### src/design/lsp_pkg.sv
// Constants for the LED sink output stagger and protection block.
// Assumes a single 250 MHz clock and an APB master for the control registers.
//
// Summary of operation
// - Supply-low lockout forces every sink output off, whatever latches or gate say.
// - Power-up and end of lockout clear all shift stages and latches to zero.
// - After power-up or lockout recovery the block is in normal mode.
// - Each successive sink output changes 20 ns after the preceding one.
// - Stagger on gate going active, latch-load rising, or clock rising with load held.
// - Delays accumulate: output k trails the first by k times 20 ns, 300 ns last.
// - Overtemperature shutdown holds all outputs off; they follow latches again afterwards.
// - In normal mode shift stages and latches keep working through overtemperature.
// - In open-LED test mode overtemperature also loads zero into every shift stage.
// - Gate high disables all outputs; gate low lets outputs follow latches.
// - Latch-load high makes latches copy shift stages; low makes them hold.
// - In test mode a faulted enabled output puts zero into its shift stage.
package lsp_pkg;

  // ----------------------------------------------------------------
  // Sizes
  // ----------------------------------------------------------------
  localparam int NUM_OUT = 16;
  localparam int ADDR_W  = 8;
  localparam int DATA_W  = 32;
  localparam int CNT_W   = 8;
  localparam int AGE_W   = 16;

  // ----------------------------------------------------------------
  // Timing
  // ----------------------------------------------------------------
  localparam int CLK_PERIOD_NS = 4;
  localparam int STAGGER_NS    = 20;
  // A longest gap, so round down, never below one cycle
  localparam int STAG_CYC      = (STAGGER_NS / CLK_PERIOD_NS < 1) ? 1
                                 : STAGGER_NS / CLK_PERIOD_NS;
  // Base propagation before the first output: lets the latch settle first
  localparam int SWEEP_LEAD    = 1;

  // ----------------------------------------------------------------
  // Register map (byte addresses)
  // ----------------------------------------------------------------
  localparam logic [ADDR_W-1:0] ADDR_CTRL     = 8'h00;
  localparam logic [ADDR_W-1:0] ADDR_STATUS   = 8'h04;
  localparam logic [ADDR_W-1:0] ADDR_INT_STAT = 8'h08;
  localparam logic [ADDR_W-1:0] ADDR_INT_MASK = 8'h0C;
  localparam logic [ADDR_W-1:0] ADDR_LATCH    = 8'h10;

  // Field positions
  localparam int CTRL_TEST_BIT = 0;
  localparam int STAT_LOCK_BIT = 0;
  localparam int STAT_HOT_BIT  = 1;
  localparam int STAT_BUSY_BIT = 2;
  localparam int STAT_TEST_BIT = 3;
  localparam int INT_LOCK_BIT  = 0;
  localparam int INT_HOT_BIT   = 1;
  localparam int INT_OPEN_BIT  = 2;
  localparam int INT_W         = 3;

  // Reset values
  localparam logic             TEST_MODE_RST = 1'b0;
  localparam logic [INT_W-1:0] INT_MASK_RST  = 3'h0;
  localparam logic [INT_W-1:0] INT_STAT_RST  = 3'h0;

  // Register selected by an APB address
  typedef enum {
    REG_CTRL,
    REG_STATUS,
    REG_INT_STAT,
    REG_INT_MASK,
    REG_LATCH,
    REG_NONE
  } lsp_reg_t;

endpackage

### src/design/lsp_top.sv
// Sink output control: shift stages, latches, staggered output sweep,
// lockout and overtemperature protection, APB registers and interrupt.
// Assumes all pins are synchronous to REF_CLK except the two monitor levels.
//
// Design decisions made here: the placing of the registers and the APB register port.
`timescale 1ns/1ns
module lsp_top #(
  parameter int NUM_OUT = lsp_pkg::NUM_OUT
) (
  // Clock and reset
  input  wire logic                       REF_CLK,
  input  wire logic                       RESET,
  // Host serial pins
  input  wire logic                       SHIFT_CLK,
  input  wire logic                       SERIAL_IN,
  input  wire logic                       LATCH_LOAD,
  input  wire logic                       OUT_GATE,
  output logic                            SERIAL_OUT,
  // Analog monitors and open-LED comparators
  input  wire logic                       SUPPLY_LOW_LOCKOUT,
  input  wire logic                       OVERTEMP_SHUTDOWN,
  input  wire logic [NUM_OUT-1:0]         OPEN_FAULT,
  // Sink drivers, bit 0 is sink_out_first
  output logic      [NUM_OUT-1:0]         SINK_OUT,
  // APB slave
  input  wire logic                       PSEL,
  input  wire logic                       PENABLE,
  input  wire logic                       PWRITE,
  input  wire logic [lsp_pkg::ADDR_W-1:0] PADDR,
  input  wire logic [lsp_pkg::DATA_W-1:0] PWDATA,
  output logic      [lsp_pkg::DATA_W-1:0] PRDATA,
  output logic                            PREADY,
  output logic                            PSLVERR,
  // Interrupt
  output logic                            IRQ
);
  import lsp_pkg::*;

  localparam int IDX_W = (NUM_OUT > 1) ? $clog2(NUM_OUT) : 1;
  localparam logic [IDX_W-1:0] LAST_IDX  = IDX_W'(NUM_OUT - 1);
  localparam logic [CNT_W-1:0] GAP_RLD   = CNT_W'(STAG_CYC - 1);
  localparam logic [CNT_W-1:0] LEAD_RLD  = CNT_W'(SWEEP_LEAD);
  localparam logic [AGE_W-1:0] LAST_AGE  = AGE_W'(SWEEP_LEAD + (NUM_OUT - 1) * STAG_CYC);

  // ----------------------------------------------------------------
  // Declarations
  // ----------------------------------------------------------------
  logic               lock_m_q, lock_s_q, hot_m_q, hot_s_q;
  logic               lock_prev_q, hot_prev_q, prot_prev_q;
  logic               clk_prev_q, ll_prev_q, gate_prev_q;
  logic [NUM_OUT-1:0] shift_q, latch_q, sink_q;
  logic               test_mode_q;
  logic               sw_act_q;
  logic [IDX_W-1:0]   sw_idx_q;
  logic [CNT_W-1:0]   sw_cnt_q;
  logic [AGE_W-1:0]   sw_age_q;
  logic [INT_W-1:0]   int_stat_q, int_stat_d, int_mask_q, int_evt;
  logic               irq_q, pready_q, pslverr_q;
  logic [DATA_W-1:0]  prdata_q, rd_word;
  logic               clk_rise, prot, forced_off, capture, step_fire, trig;
  logic               apb_wr, apb_rd_setup;
  lsp_reg_t           rd_sel;

  // Address decode, shared by the read and write paths
  function automatic lsp_reg_t decode(input logic [ADDR_W-1:0] addr);
    unique case (addr)
      ADDR_CTRL:     decode = REG_CTRL;
      ADDR_STATUS:   decode = REG_STATUS;
      ADDR_INT_STAT: decode = REG_INT_STAT;
      ADDR_INT_MASK: decode = REG_INT_MASK;
      ADDR_LATCH:    decode = REG_LATCH;
      default:       decode = REG_NONE;
    endcase
  endfunction

  // ----------------------------------------------------------------
  // Monitor synchronisers and pin edge history
  // ----------------------------------------------------------------
  // Analog levels are asynchronous; two flops guard against metastability
  always_ff @(posedge REF_CLK) begin
    if (RESET) begin
      lock_m_q <= 1'b0;
      lock_s_q <= 1'b0;
      hot_m_q  <= 1'b0;
      hot_s_q  <= 1'b0;
    end else begin
      lock_m_q <= SUPPLY_LOW_LOCKOUT;
      lock_s_q <= lock_m_q;
      hot_m_q  <= OVERTEMP_SHUTDOWN;
      hot_s_q  <= hot_m_q;
    end
  end

  // Previous values for edge detection
  always_ff @(posedge REF_CLK) begin
    if (RESET) begin
      lock_prev_q <= 1'b0;
      hot_prev_q  <= 1'b0;
      prot_prev_q <= 1'b0;
      clk_prev_q  <= 1'b0;
      ll_prev_q   <= 1'b0;
      gate_prev_q <= 1'b1;
    end else begin
      lock_prev_q <= lock_s_q;
      hot_prev_q  <= hot_s_q;
      prot_prev_q <= prot;
      clk_prev_q  <= SHIFT_CLK;
      ll_prev_q   <= LATCH_LOAD;
      gate_prev_q <= OUT_GATE;
    end
  end

  assign clk_rise   = SHIFT_CLK & ~clk_prev_q;
  assign prot       = lock_s_q | hot_s_q;
  assign forced_off = prot | OUT_GATE;
  assign capture    = test_mode_q & clk_rise & ~OUT_GATE;
  assign step_fire  = sw_act_q & (sw_cnt_q == '0);
  // Sweep starts: gate active, load rising, clock with load held, protection released
  assign trig = ~forced_off & ((gate_prev_q & ~OUT_GATE)
                             | (LATCH_LOAD & ~ll_prev_q)
                             | (LATCH_LOAD & clk_rise)
                             | prot_prev_q);

  // ----------------------------------------------------------------
  // Shift stages and latches
  // ----------------------------------------------------------------
  // Lockout holds everything at zero, so the release finds them cleared
  always_ff @(posedge REF_CLK) begin
    if (RESET || lock_s_q) begin
      shift_q <= '0;
    end else if (hot_s_q && test_mode_q) begin
      shift_q <= '0;
    end else if (capture) begin
      shift_q <= latch_q & ~OPEN_FAULT;
    end else if (clk_rise) begin
      shift_q <= {shift_q[NUM_OUT-2:0], SERIAL_IN};
    end
  end

  // Latches run on through overtemperature; the gate never touches them
  always_ff @(posedge REF_CLK) begin
    if (RESET || lock_s_q) begin
      latch_q <= '0;
    end else if (LATCH_LOAD) begin
      latch_q <= shift_q;
    end
  end

  assign SERIAL_OUT = shift_q[NUM_OUT-1];

  // Test mode bit; software sets it, lockout drops it
  always_ff @(posedge REF_CLK) begin
    if (RESET || lock_s_q) begin
      test_mode_q <= TEST_MODE_RST;
    end else if (apb_wr && decode(PADDR) == REG_CTRL) begin
      test_mode_q <= PWDATA[CTRL_TEST_BIT];
    end
  end

  // ----------------------------------------------------------------
  // Staggered output sweep
  // ----------------------------------------------------------------
  // One output per step, STAG_CYC cycles apart; a new start restarts at bit 0
  always_ff @(posedge REF_CLK) begin
    if (RESET || forced_off) begin
      sw_act_q <= 1'b0;
      sw_idx_q <= '0;
      sw_cnt_q <= '0;
    end else if (trig) begin
      sw_act_q <= 1'b1;
      sw_idx_q <= '0;
      sw_cnt_q <= LEAD_RLD;
    end else if (step_fire) begin
      sw_act_q <= (sw_idx_q != LAST_IDX);
      sw_idx_q <= (sw_idx_q == LAST_IDX) ? '0 : sw_idx_q + 1'b1;
      sw_cnt_q <= GAP_RLD;
    end else if (sw_act_q) begin
      sw_cnt_q <= sw_cnt_q - 1'b1;
    end
  end

  // Cycles since the sweep began, for the last-output lag assertion
  always_ff @(posedge REF_CLK) begin
    if (RESET || trig) begin
      sw_age_q <= '0;
    end else if (sw_act_q && sw_age_q != '1) begin
      sw_age_q <= sw_age_q + 1'b1;
    end
  end

  // Gate or protection turns all outputs off at once; latch-driven changes, on or off, stagger
  always_ff @(posedge REF_CLK) begin
    if (RESET || forced_off) begin
      sink_q <= '0;
    end else if (step_fire) begin
      sink_q[sw_idx_q] <= latch_q[sw_idx_q];
    end
  end

  assign SINK_OUT = sink_q;

  // ----------------------------------------------------------------
  // Interrupt status and mask
  // ----------------------------------------------------------------
  assign int_evt[INT_LOCK_BIT] = lock_s_q & ~lock_prev_q;
  assign int_evt[INT_HOT_BIT]  = hot_s_q & ~hot_prev_q;
  assign int_evt[INT_OPEN_BIT] = capture & |(latch_q & OPEN_FAULT);

  // A new event beats a write-one-to-clear in the same cycle
  always_comb begin
    int_stat_d = int_stat_q;
    if (apb_wr && decode(PADDR) == REG_INT_STAT) begin
      int_stat_d = int_stat_d & ~PWDATA[INT_W-1:0];
    end
    int_stat_d = int_stat_d | int_evt;
  end

  always_ff @(posedge REF_CLK) begin
    if (RESET) begin
      int_stat_q <= INT_STAT_RST;
      int_mask_q <= INT_MASK_RST;
      irq_q      <= 1'b0;
    end else begin
      int_stat_q <= int_stat_d;
      if (apb_wr && decode(PADDR) == REG_INT_MASK) begin
        int_mask_q <= PWDATA[INT_W-1:0];
      end
      irq_q <= |(int_stat_q & int_mask_q);
    end
  end

  assign IRQ = irq_q;

  // ----------------------------------------------------------------
  // APB slave
  // ----------------------------------------------------------------
  // One wait state keeps PRDATA and PREADY straight from flops
  assign apb_rd_setup = PSEL & PENABLE & ~pready_q;
  assign apb_wr       = PSEL & PENABLE & PWRITE & pready_q;
  assign rd_sel       = decode(PADDR);

  always_comb begin
    rd_word = '0;
    unique case (rd_sel)
      REG_CTRL:     rd_word[CTRL_TEST_BIT] = test_mode_q;
      REG_STATUS: begin
        rd_word[STAT_LOCK_BIT] = lock_s_q;
        rd_word[STAT_HOT_BIT]  = hot_s_q;
        rd_word[STAT_BUSY_BIT] = sw_act_q;
        rd_word[STAT_TEST_BIT] = test_mode_q;
      end
      REG_INT_STAT: rd_word[INT_W-1:0]   = int_stat_q;
      REG_INT_MASK: rd_word[INT_W-1:0]   = int_mask_q;
      REG_LATCH:    rd_word[NUM_OUT-1:0] = latch_q;
      REG_NONE:     rd_word = '0;
    endcase
  end

  always_ff @(posedge REF_CLK) begin
    if (RESET) begin
      pready_q  <= 1'b0;
      pslverr_q <= 1'b0;
      prdata_q  <= '0;
    end else begin
      pready_q  <= apb_rd_setup;
      pslverr_q <= apb_rd_setup & (rd_sel == REG_NONE);
      prdata_q  <= (apb_rd_setup && !PWRITE) ? rd_word : '0;
    end
  end

  assign PREADY  = pready_q;
  assign PSLVERR = pslverr_q;
  assign PRDATA  = prdata_q;
endmodule // lsp_top

### config.mk
export PLATFORM = sky130hd
export DESIGN_NAME = lsp_top
export DESIGN_NICKNAME = d
export VERILOG_FILES = /design/src/design/lsp_pkg.sv /design/src/design/lsp_top.sv
export SDC_FILE = /design/constraint.sdc
export NUM_CORES = 1
export LEC_CHECK = 0
export BUFFER_PORTS_ARGS = -buffer_cell sky130_fd_sc_hd__buf_2
export CAP_MARGIN = 20
export CORE_MARGIN = 4
export CORE_UTILIZATION = 45
export DETAILED_ROUTE_END_ITERATION = 10
export GPL_ROUTABILITY_DRIVEN = 0
export PLACE_DENSITY = 0.73
export SYNTH_ARGS = -nofsm -noshare
export SYNTH_HDL_FRONTEND = slang
export SYNTH_SLANG_ARGS = --single-unit
### constraint.sdc
create_clock -name REF_CLK -period 1.6 [get_ports REF_CLK]
set_input_delay 0.08 -clock REF_CLK [delete_from_list [all_inputs] [get_ports REF_CLK]]
set_output_delay 0.08 -clock REF_CLK [all_outputs]
set_load 0.02 [all_outputs]
## Yosys cells after proc, flatten, opt, wreduce, memory -nomap -nowiden

Index checks and enable logic that the tools add are counted.

- Flip-flop bits (word level): 113
- Bits of input ports: 67

- Equality and inequality tests: 14
- Order comparisons: 2
- Mux-type cells: 20
- Reduce and logical (&&, ||, !) cells: 24
- Bitwise logic cells: 37
- Add/sub/neg operators: 2

Operator list:

| cell | count |
|---|---|
| $eq A32 B3 Y1 const B | 4 |
| $eq A32 B2 Y1 const B | 2 |
| $logic_not A32 Y1 | 2 |
| $mux W32 | 2 |
| $and A16 B16 Y16 | 2 |
| $eq A32 B1 Y1 const B | 1 |
| $eq A32 B4 Y1 const B | 1 |
| $mux W16 | 2 |
| $and A1 B1 Y1 | 16 |
| $bwmux W16 | 1 |
| $eq A8 B4 Y1 const B | 2 |
| $logic_not A8 Y1 | 2 |
| $not A16 Y16 | 1 |
| $reduce_or A16 Y1 | 1 |
| $pmux W3 S5 | 1 |
| $mux W3 | 3 |
| $not A1 Y1 | 9 |
| $reduce_or A3 Y1 | 3 |
| $eq A8 B3 Y1 const B | 1 |
| $eq A8 B5 Y1 const B | 1 |
| $pmux W2 S4 | 1 |
| $sub A8 B1 Y8 const B | 1 |
| $and A3 B3 Y3 | 2 |
| $logic_and A1 B1 Y1 | 6 |
| 19 further kinds | 32 |

## Depth between registers and ports, before layout

Gate-level depths: netlist of run 1.

- Depth after elaboration: 7
- Mapped depth: 9
- Depth with buffers taken out: 6

## Least setup slack after synthesis of run 1

Ideal clock, no wire load.

- Kind: reg2reg
- Start point: reg sw_cnt_q[0]
- End point: reg sink_q[4], in the netlist SINK_OUT[4]
- Setup slack: -0.081 ns
- Data arrival time: 1.565 ns
- Setup time: 0.116 ns
- Buffers on the path: 3
- Period minus slack after synthesis: 1.681 ns
- Stages on the path, launching flop included: 9
- Cell sequence: dfxtp_1 > inv_1 > ha_1 > and4bb_2 > buf_4 > and2_1 > buf_4 > buf_6 > a41o_1

- Longest elaborated chain between the ends: 2

Ends and longest elaborated chain:

| what | RTL line | source |
|---|---|---|
| start, declared | lsp_top.sv:55 | `logic [CNT_W-1:0] sw_cnt_q;` |
| start signal, assigned | lsp_top.sv:178 | `sw_cnt_q <= sw_cnt_q - 1'b1;` |
| $logic_not A8 Y1 | lsp_top.sv:117 | `assign step_fire = sw_act_q & (sw_cnt_q == '0);` |
| $and A1 B1 Y1 | lsp_top.sv:117 |  |
| end signal, assigned by index | lsp_top.sv:196 | `sink_q[sw_idx_q] <= latch_q[sw_idx_q];` |
| end, declared | lsp_top.sv:51 | `logic [NUM_OUT-1:0] shift_q, latch_q, sink_q;` |

Every way passes these cells.
A chain may end at the register's enable or synchronous reset.

## Final worst setup path of run 1

- Start point: reg pready_q, in the netlist PREADY
- End point: reg prdata_q[10], in the netlist PRDATA[10]

- Longest elaborated chain between the ends: 5

Ends and longest elaborated chain:

| what | RTL line | source |
|---|---|---|
| start, declared | lsp_top.sv:58 | `logic irq_q, pready_q, pslverr_q;` |
| start signal, assigned | lsp_top.sv:265 | `pready_q <= apb_rd_setup;` |
| $not A1 Y1 | lsp_top.sv:238 | `assign apb_rd_setup = PSEL & PENABLE & ~pready_q;` |
| $and A1 B1 Y1 | lsp_top.sv:238 |  |
| $logic_and A1 B1 Y1 | lsp_top.sv:267 | `prdata_q <= (apb_rd_setup && !PWRITE) ? rd_word : '0;` |
| $not A1 Y1 (no source line) | - |  |
| $reduce_or A3 Y1 (no source line) | - |  |
| end signal, assigned | lsp_top.sv:267 |  |
| end, declared | lsp_top.sv:59 | `logic [DATA_W-1:0] prdata_q, rd_word;` |

Every way passes these cells.

==> results.sh, run 1 <==
export IMPL_cts_tree="built"
export IMPL_required_ps=1900
export IMPL_final_max_slew_viol_count=0
export IMPL_stdcell_area_um2=5250
export IMPL_period_share_pct=95.5
export IMPL_synth_cell_types=53
export IMPL_final_setup_skew_ps=12.9
export IMPL_clk_path_buf_depth=2
export IMPL_p_total_mw=4.53
export IMPL_rsz0062_at_grt="false"
export IMPL_whs_ps=14.5
export IMPL_cts_root_buffer="clkbuf_8"
export IMPL_p_clk_share_pct=35.1
export IMPL_num_rows=35
export IMPL_switchingPower_mw=1.14
export IMPL_vias_per_cell=5.18
export IMPL_layout_nets=631
export IMPL_placedCellCount=669
export IMPL_dr_pass1_iters=4
export IMPL_p_sw_share_pct=25.2
export IMPL_drive_above_1_share_pct=23.6
export IMPL_hold_viol=0
export IMPL_die_y_um=106
export IMPL_nFillCells=854
export IMPL_period_minus_slack_ps=1530
export IMPL_grt_overflow=0
export IMPL_place_ws_ps=-41.1
export IMPL_post_route_util_pct=56.2
export IMPL_hold_class="in -> reg"
export IMPL_vias=3590
export IMPL_wirelength_mm=9.89
export IMPL_drt_iter0_markers=151
export IMPL_grt_max_degree=34
export IMPL_setup_violations=0
export IMPL_placed_area_um2=4940
export IMPL_critPathLaunchType="flop"
export IMPL_status="completed"
export IMPL_arrival_ps=1820
export IMPL_syn_area_um2=4360
export IMPL_wire_per_inst_um=14.3
export IMPL_h_tree_depth=3
export IMPL_ant_nets=0
export IMPL_ys_seq_elements=97
export IMPL_fin_ws_ps=72.4
export IMPL_endpoint_kind="flop"
export IMPL_coreArea_um2=9330
export IMPL_die_area_um2=11300
export IMPL_cap_violations=0
export IMPL_initial_utilization_pct=46.7
export IMPL_critical_path_class="reg -> reg"
export IMPL_fmax_mhz=655
export IMPL_antenna_found_initial=0
export IMPL_setup_tns_ps=0
export IMPL_antenna_cells=0
export IMPL_grt_pass1_wl_mm=16.5
export IMPL_numCtsBuffers=9
export IMPL_hpwl_mm=7.28
export IMPL_area_delta_synth_final_pct=20.4
export IMPL_stdcell_count=693
export IMPL_slew_headroom_pct=66.3
export IMPL_netlist_instances=472
export IMPL_combPwrFrac_pct=9.3
export IMPL_port_buffers=73
export IMPL_avgSynthCellArea_um2=9.23
export IMPL_die_x_um=106
export IMPL_tightest_slew_ps=499
export IMPL_synthFlopType="dfxtp_1"
export IMPL_grt_pass1_vias=3469
export IMPL_crit_fanout=12
export IMPL_ys_warnings_count=0
export IMPL_insertion_delay_ps=350
export IMPL_drc=0
export IMPL_p_leak_nw=2.19
export IMPL_path_clk_slew_ps=100
export IMPL_clkSinkCount=97
export IMPL_p_seq_share_pct=55.5
export IMPL_p_int_mw=3.39
export IMPL_power_density_nw_per_um2=864
export IMPL_track_usage_pct=17.9
export IMPL_ios=119
export IMPL_synth_async_reset_ratio_pct=0
export IMPL_peakVddDrop_mv=0.482
export IMPL_synth_edf_count=0
export IMPL_yosysSeqAreaShare_pct=44.6
[logic make-up after synthesis]
| logic type | after synthesis | share of synthesized area, % |
|---|---|---|
| adders and majority gates | 5 | 1.44 |
| muxes | 38 | 8.73 |
| DFF | 97 | 44.6 |
| AOI/OAI and AO/OA | 79 | 12.9 |
| and+or+nand+nor | 191 | 24.3 |
| xor gates and xnor gates | 7 | 1.41 |
| buffers and inverters | 54 | 6.57 |
| other | 1 | 0.0861 |
[final cells by class]
type | instances | area [µm²] | area share, %
clock buffer | 11 | 131 | 2.50
timing repair buffer | 105 | 689 | 13.1
clock inverter | 5 | 63.8 | 1.22
sequential | 97 | 1940 | 37.1
multi-input combinational | 336 | 2220 | 42.3
tap | 129 | 161 | 3.08
inverter | 10 | 37.5 | 0.715
[cells in the final DEF (no fill, tap or decap), drive strengths merged, types with 5 or more instances in the layout]
cell	Yosys	layout
conb	1	16
ha	5	5
nand4	5	5
nor3b	17	17
inv	10	11
and2	14	14
a211oi	18	18
nor2b	17	17
nor3	10	10
buf	28	98
nand2	26	26
nand3	20	20
dfxtp	97	97
clkbuf	16	11
o31ai	5	5
xor2	5	5
a21oi	18	18
nor2	57	57
dlygate4sd3	0	7
mux2i	38	38
or2	5	5
[synth_stat cells (all sizes together) (3+ instances only)]
library cell / instances / share of area (%)
o31ai: 5 / 0.86
nor3: 10 / 1.1
clkbuf: 16 / 1.4
inv: 10 / 0.86
mux2i: 38 / 8.7
a22oi: 4 / 0.69
o211ai: 4 / 0.69
xor2: 5 / 1.0
nand3: 20 / 2.6
ha: 5 / 1.4
or2: 5 / 0.72
a221oi: 4 / 0.80
a211oi: 18 / 3.1
nor2: 57 / 4.9
nand4: 5 / 0.72
a21oi: 18 / 2.1
a22o: 4 / 0.80
dfxtp: 97 / 45
and3: 3 / 0.43
o21ai: 4 / 0.46
nor4: 3 / 1.3
nand2: 26 / 2.2
and2: 14 / 2.0
a41o: 4 / 0.92
buf: 28 / 4.3
nand2b: 4 / 0.57
nor3b: 17 / 2.9
nor2b: 17 / 2.4
a31oi: 4 / 0.57
nor4b: 3 / 0.75
[power groups by stage]
| stage | clock, mW | combinational (mW) | sequential, mW |
|---|---|---|---|
| 2_1_floorplan | 0 | 0.293 | 2.57 |
| 3_3_place_gp | 0 | 0.396 | 2.57 |
| 3_5_place_dp | 0 | 0.401 | 2.57 |
| 4_1_cts | 1.64 | 0.417 | 2.52 |
| 5_1_grt | 1.74 | 0.470 | 2.53 |
| 6_report | 1.59 | 0.424 | 2.52 |
[critical path, stage by stage (launching register included)]
cell and delay [ps]:
dfxtp_1 330, or4bb_1 520, nor2_1 140, and3_1 230
buf_12 130, and2_1 130
[routing by layer]
metal  up-vias  part of all wire [%]  GRT usage [%]
met5         -                     0              0
met4         0                   1.0           5.02
met3         7                   5.5           3.70
met2        98                    48           29.3
met1      1678                    45           23.9
li1       1807                     -              -
[state kept, by name (all words and copies together) (netlist names), 3 cells and up]
| name | count |
|---|---|
| int_stat_q | 3 |
| int_mask_q | 3 |
| PRDATA | 16 |
| sw_idx_q | 4 |
| sw_cnt_q | 8 |
| latch_q | 16 |
| SINK_OUT | 16 |
| shift_q | 16 |
[final timing paths]
check        slack [ps]  cells past startpoint          to      start
max reg2reg          70                      5  PRDATA[10]     PREADY
min reg2reg         450                      1     hot_s_q    hot_m_q
min                  10                      3  shift_q[0]  SERIAL_IN
max                  70                      5  PRDATA[10]     PREADY
[timing repair]
item | CTS | global route
endpoints found under the setup margin | 0 | 10
setup buffers | 0 | 1
endpoints found under the hold margin | 7 | 0
hold buffers | 7 | 0
resized for setup | 0 | 8
Note: power is estimated with default switching activity, not from simulation.
==> run 2: changes to the inputs <==
--- a/config.mk
+++ b/config.mk
@@ -8,10 +8,11 @@
 export BUFFER_PORTS_ARGS = -buffer_cell sky130_fd_sc_hd__buf_2
 export CAP_MARGIN = 20
 export CORE_MARGIN = 4
-export CORE_UTILIZATION = 45
+export CORE_UTILIZATION = 40
 export DETAILED_ROUTE_END_ITERATION = 10
 export GPL_ROUTABILITY_DRIVEN = 0
-export PLACE_DENSITY = 0.73
+export PLACE_DENSITY = 0.66
+export SLEW_MARGIN = 10
 export SYNTH_ARGS = -nofsm -noshare
 export SYNTH_HDL_FRONTEND = slang
 export SYNTH_SLANG_ARGS = --single-unit
==> constraint.sdc (replaced) <==
create_clock -name REF_CLK -period 1.6 [get_ports REF_CLK]
set_input_delay 0.08 -clock REF_CLK [delete_from_list [all_inputs] [get_ports REF_CLK]]
set_output_delay 0.08 -clock REF_CLK [all_outputs]
set_load 0.01 [all_outputs]
==> results.sh, run 2 (synthesized netlist as in run 1, its figures left out) <==
export IMPL_drive_above_1_share_pct=24.6
export IMPL_required_ps=1850
export IMPL_fin_ws_ps=65.7
export IMPL_critPathLaunchType="flop"
export IMPL_tightest_slew_ps=498
export IMPL_die_y_um=112
export IMPL_slew_headroom_pct=66.7
export IMPL_ant_nets=0
export IMPL_grt_max_degree=34
export IMPL_met3_usage_pct=3.34
export IMPL_wirelength_mm=10.2
export IMPL_port_buffers=73
export IMPL_hold_class="in -> reg"
export IMPL_clkSinkCount=97
export IMPL_path_clk_slew_ps=90
export IMPL_crit_fanout=9
export IMPL_endpoint_kind="flop"
export IMPL_area_delta_synth_final_pct=20.9
export IMPL_layout_nets=631
export IMPL_p_total_mw=4.53
export IMPL_arrival_ps=1780
export IMPL_peakVddDrop_mv=0.393
export IMPL_drc=0
export IMPL_hpwl_mm=7.48
export IMPL_fmax_mhz=652
export IMPL_h_tree_depth=3
export IMPL_grt_pass1_vias=3524
export IMPL_wire_per_inst_um=14.6
export IMPL_p_leak_nw=2.19
export IMPL_status="completed"
export IMPL_grt_overflow=0
export IMPL_period_share_pct=95.9
export IMPL_final_common_cell="dfxtp_1"
export IMPL_power_density_nw_per_um2=860
export IMPL_final_max_slew_viol_count=0
export IMPL_setup_violations=0
export IMPL_hold_viol=0
export IMPL_dr_pass1_iters=4
export IMPL_stdcell_area_um2=5270
export IMPL_num_rows=37
export IMPL_setup_tns_ps=0
export IMPL_ios=119
export IMPL_antenna_cells=0
export IMPL_die_x_um=112
export IMPL_vias_per_cell=5.12
export IMPL_rsz0062_at_grt="true"
export IMPL_die_area_um2=12600
export IMPL_initial_utilization_pct=41.7
export IMPL_drt_iter0_markers=188
export IMPL_stdcell_count=700
export IMPL_place_ws_ps=-34.8
export IMPL_post_route_util_pct=50.3
export IMPL_placedCellCount=676
export IMPL_period_minus_slack_ps=1530
export IMPL_clk_path_buf_depth=2
export IMPL_coreArea_um2=10500
export IMPL_mostFrequentLayoutCells="dfxtp_1 (94), buf_2 (73), nor2_1 (55)"
export IMPL_top_usage_layer="met2"
export IMPL_met1_usage_pct=22.2
export IMPL_grt_pass1_wl_mm=17.1
export IMPL_track_usage_pct=16.5
export IMPL_cap_violations=0
export IMPL_antenna_found_initial=0
export IMPL_cts_root_buffer="clkbuf_8"
export IMPL_placed_area_um2=4950
export IMPL_cts_tree="built"
export IMPL_whs_ps=18.8
export IMPL_insertion_delay_ps=360
export IMPL_critical_path_class="reg -> reg"
export IMPL_vias=3581
export IMPL_final_setup_skew_ps=8.41
export IMPL_numCtsBuffers=9
export IMPL_grt_met2_usage_pct=26.7
## run 2: cell count changes in the layout (fill, tap and decap cells not counted), moves of 2 or more
cell / before / now
dlygate4sd3_1: 7 / 5
clkinv_2: 0 / 3
nor2_2: 0 / 2
nor2_1: 57 / 55
clkinv_4: 2 / 0
## run 2: final cells by class
cell class	count	area (µm²)
Inverter	10	37.5
Fill cell	1008	5190
Multi-Input combinational cell	336	2210
Sequential cell	97	1950
Tap cell	136	170
Clock buffer	11	141
Timing Repair Buffer	105	706
Clock inverter	5	53.8
## run 2: final timing paths
check | cells past startpoint | start | slack (ps) | endpoint
setup / recovery | 7 | sw_cnt_q[0] | 70 | SINK_OUT[4]
hold / removal | 2 | OUT_GATE | 20 | gate_prev_q
setup reg to reg | 7 | sw_cnt_q[0] | 70 | SINK_OUT[4]
hold reg to reg | 1 | hot_m_q | 460 | hot_s_q
## run 2: what timing repair did
item,in CTS,in global routing
pin swaps,0,1
hold buffers,5,0
endpoints found under the setup margin,2,28
cloned,0,1
resized for setup,1,11
buffers inserted,0,2
endpoints found under the hold margin,5,0
## run 2: layer usage
metal | vias to the layer above | part of all wire, %
li1 | 1818 | -
met1 | 1661 | 47
met2 | 95 | 47
met3 | 7 | 4.6
met4 | 0 | 1.1
met5 | - | 0
## run 2: worst max-delay path, cell delays in order (launching register included)
cell and delay [ps]:
dfxtp_2 330, inv_1 50, ha_2 180, and4bb_2 250, and2_4 180, buf_12 120, a31oi_1 90, a41o_1 230
## run 2: where the power goes
part / internal [mW] / total, mW / leakage [nW] / switching, mW
Combinational: 0.185 / 0.413 / 1.30 / 0.228
Clock: 0.765 / 1.60 / 0.103 / 0.835
Sequential: 2.47 / 2.52 / 0.789 / 0.0448
Total: 3.42 / 4.53 / 2.19 / 1.11
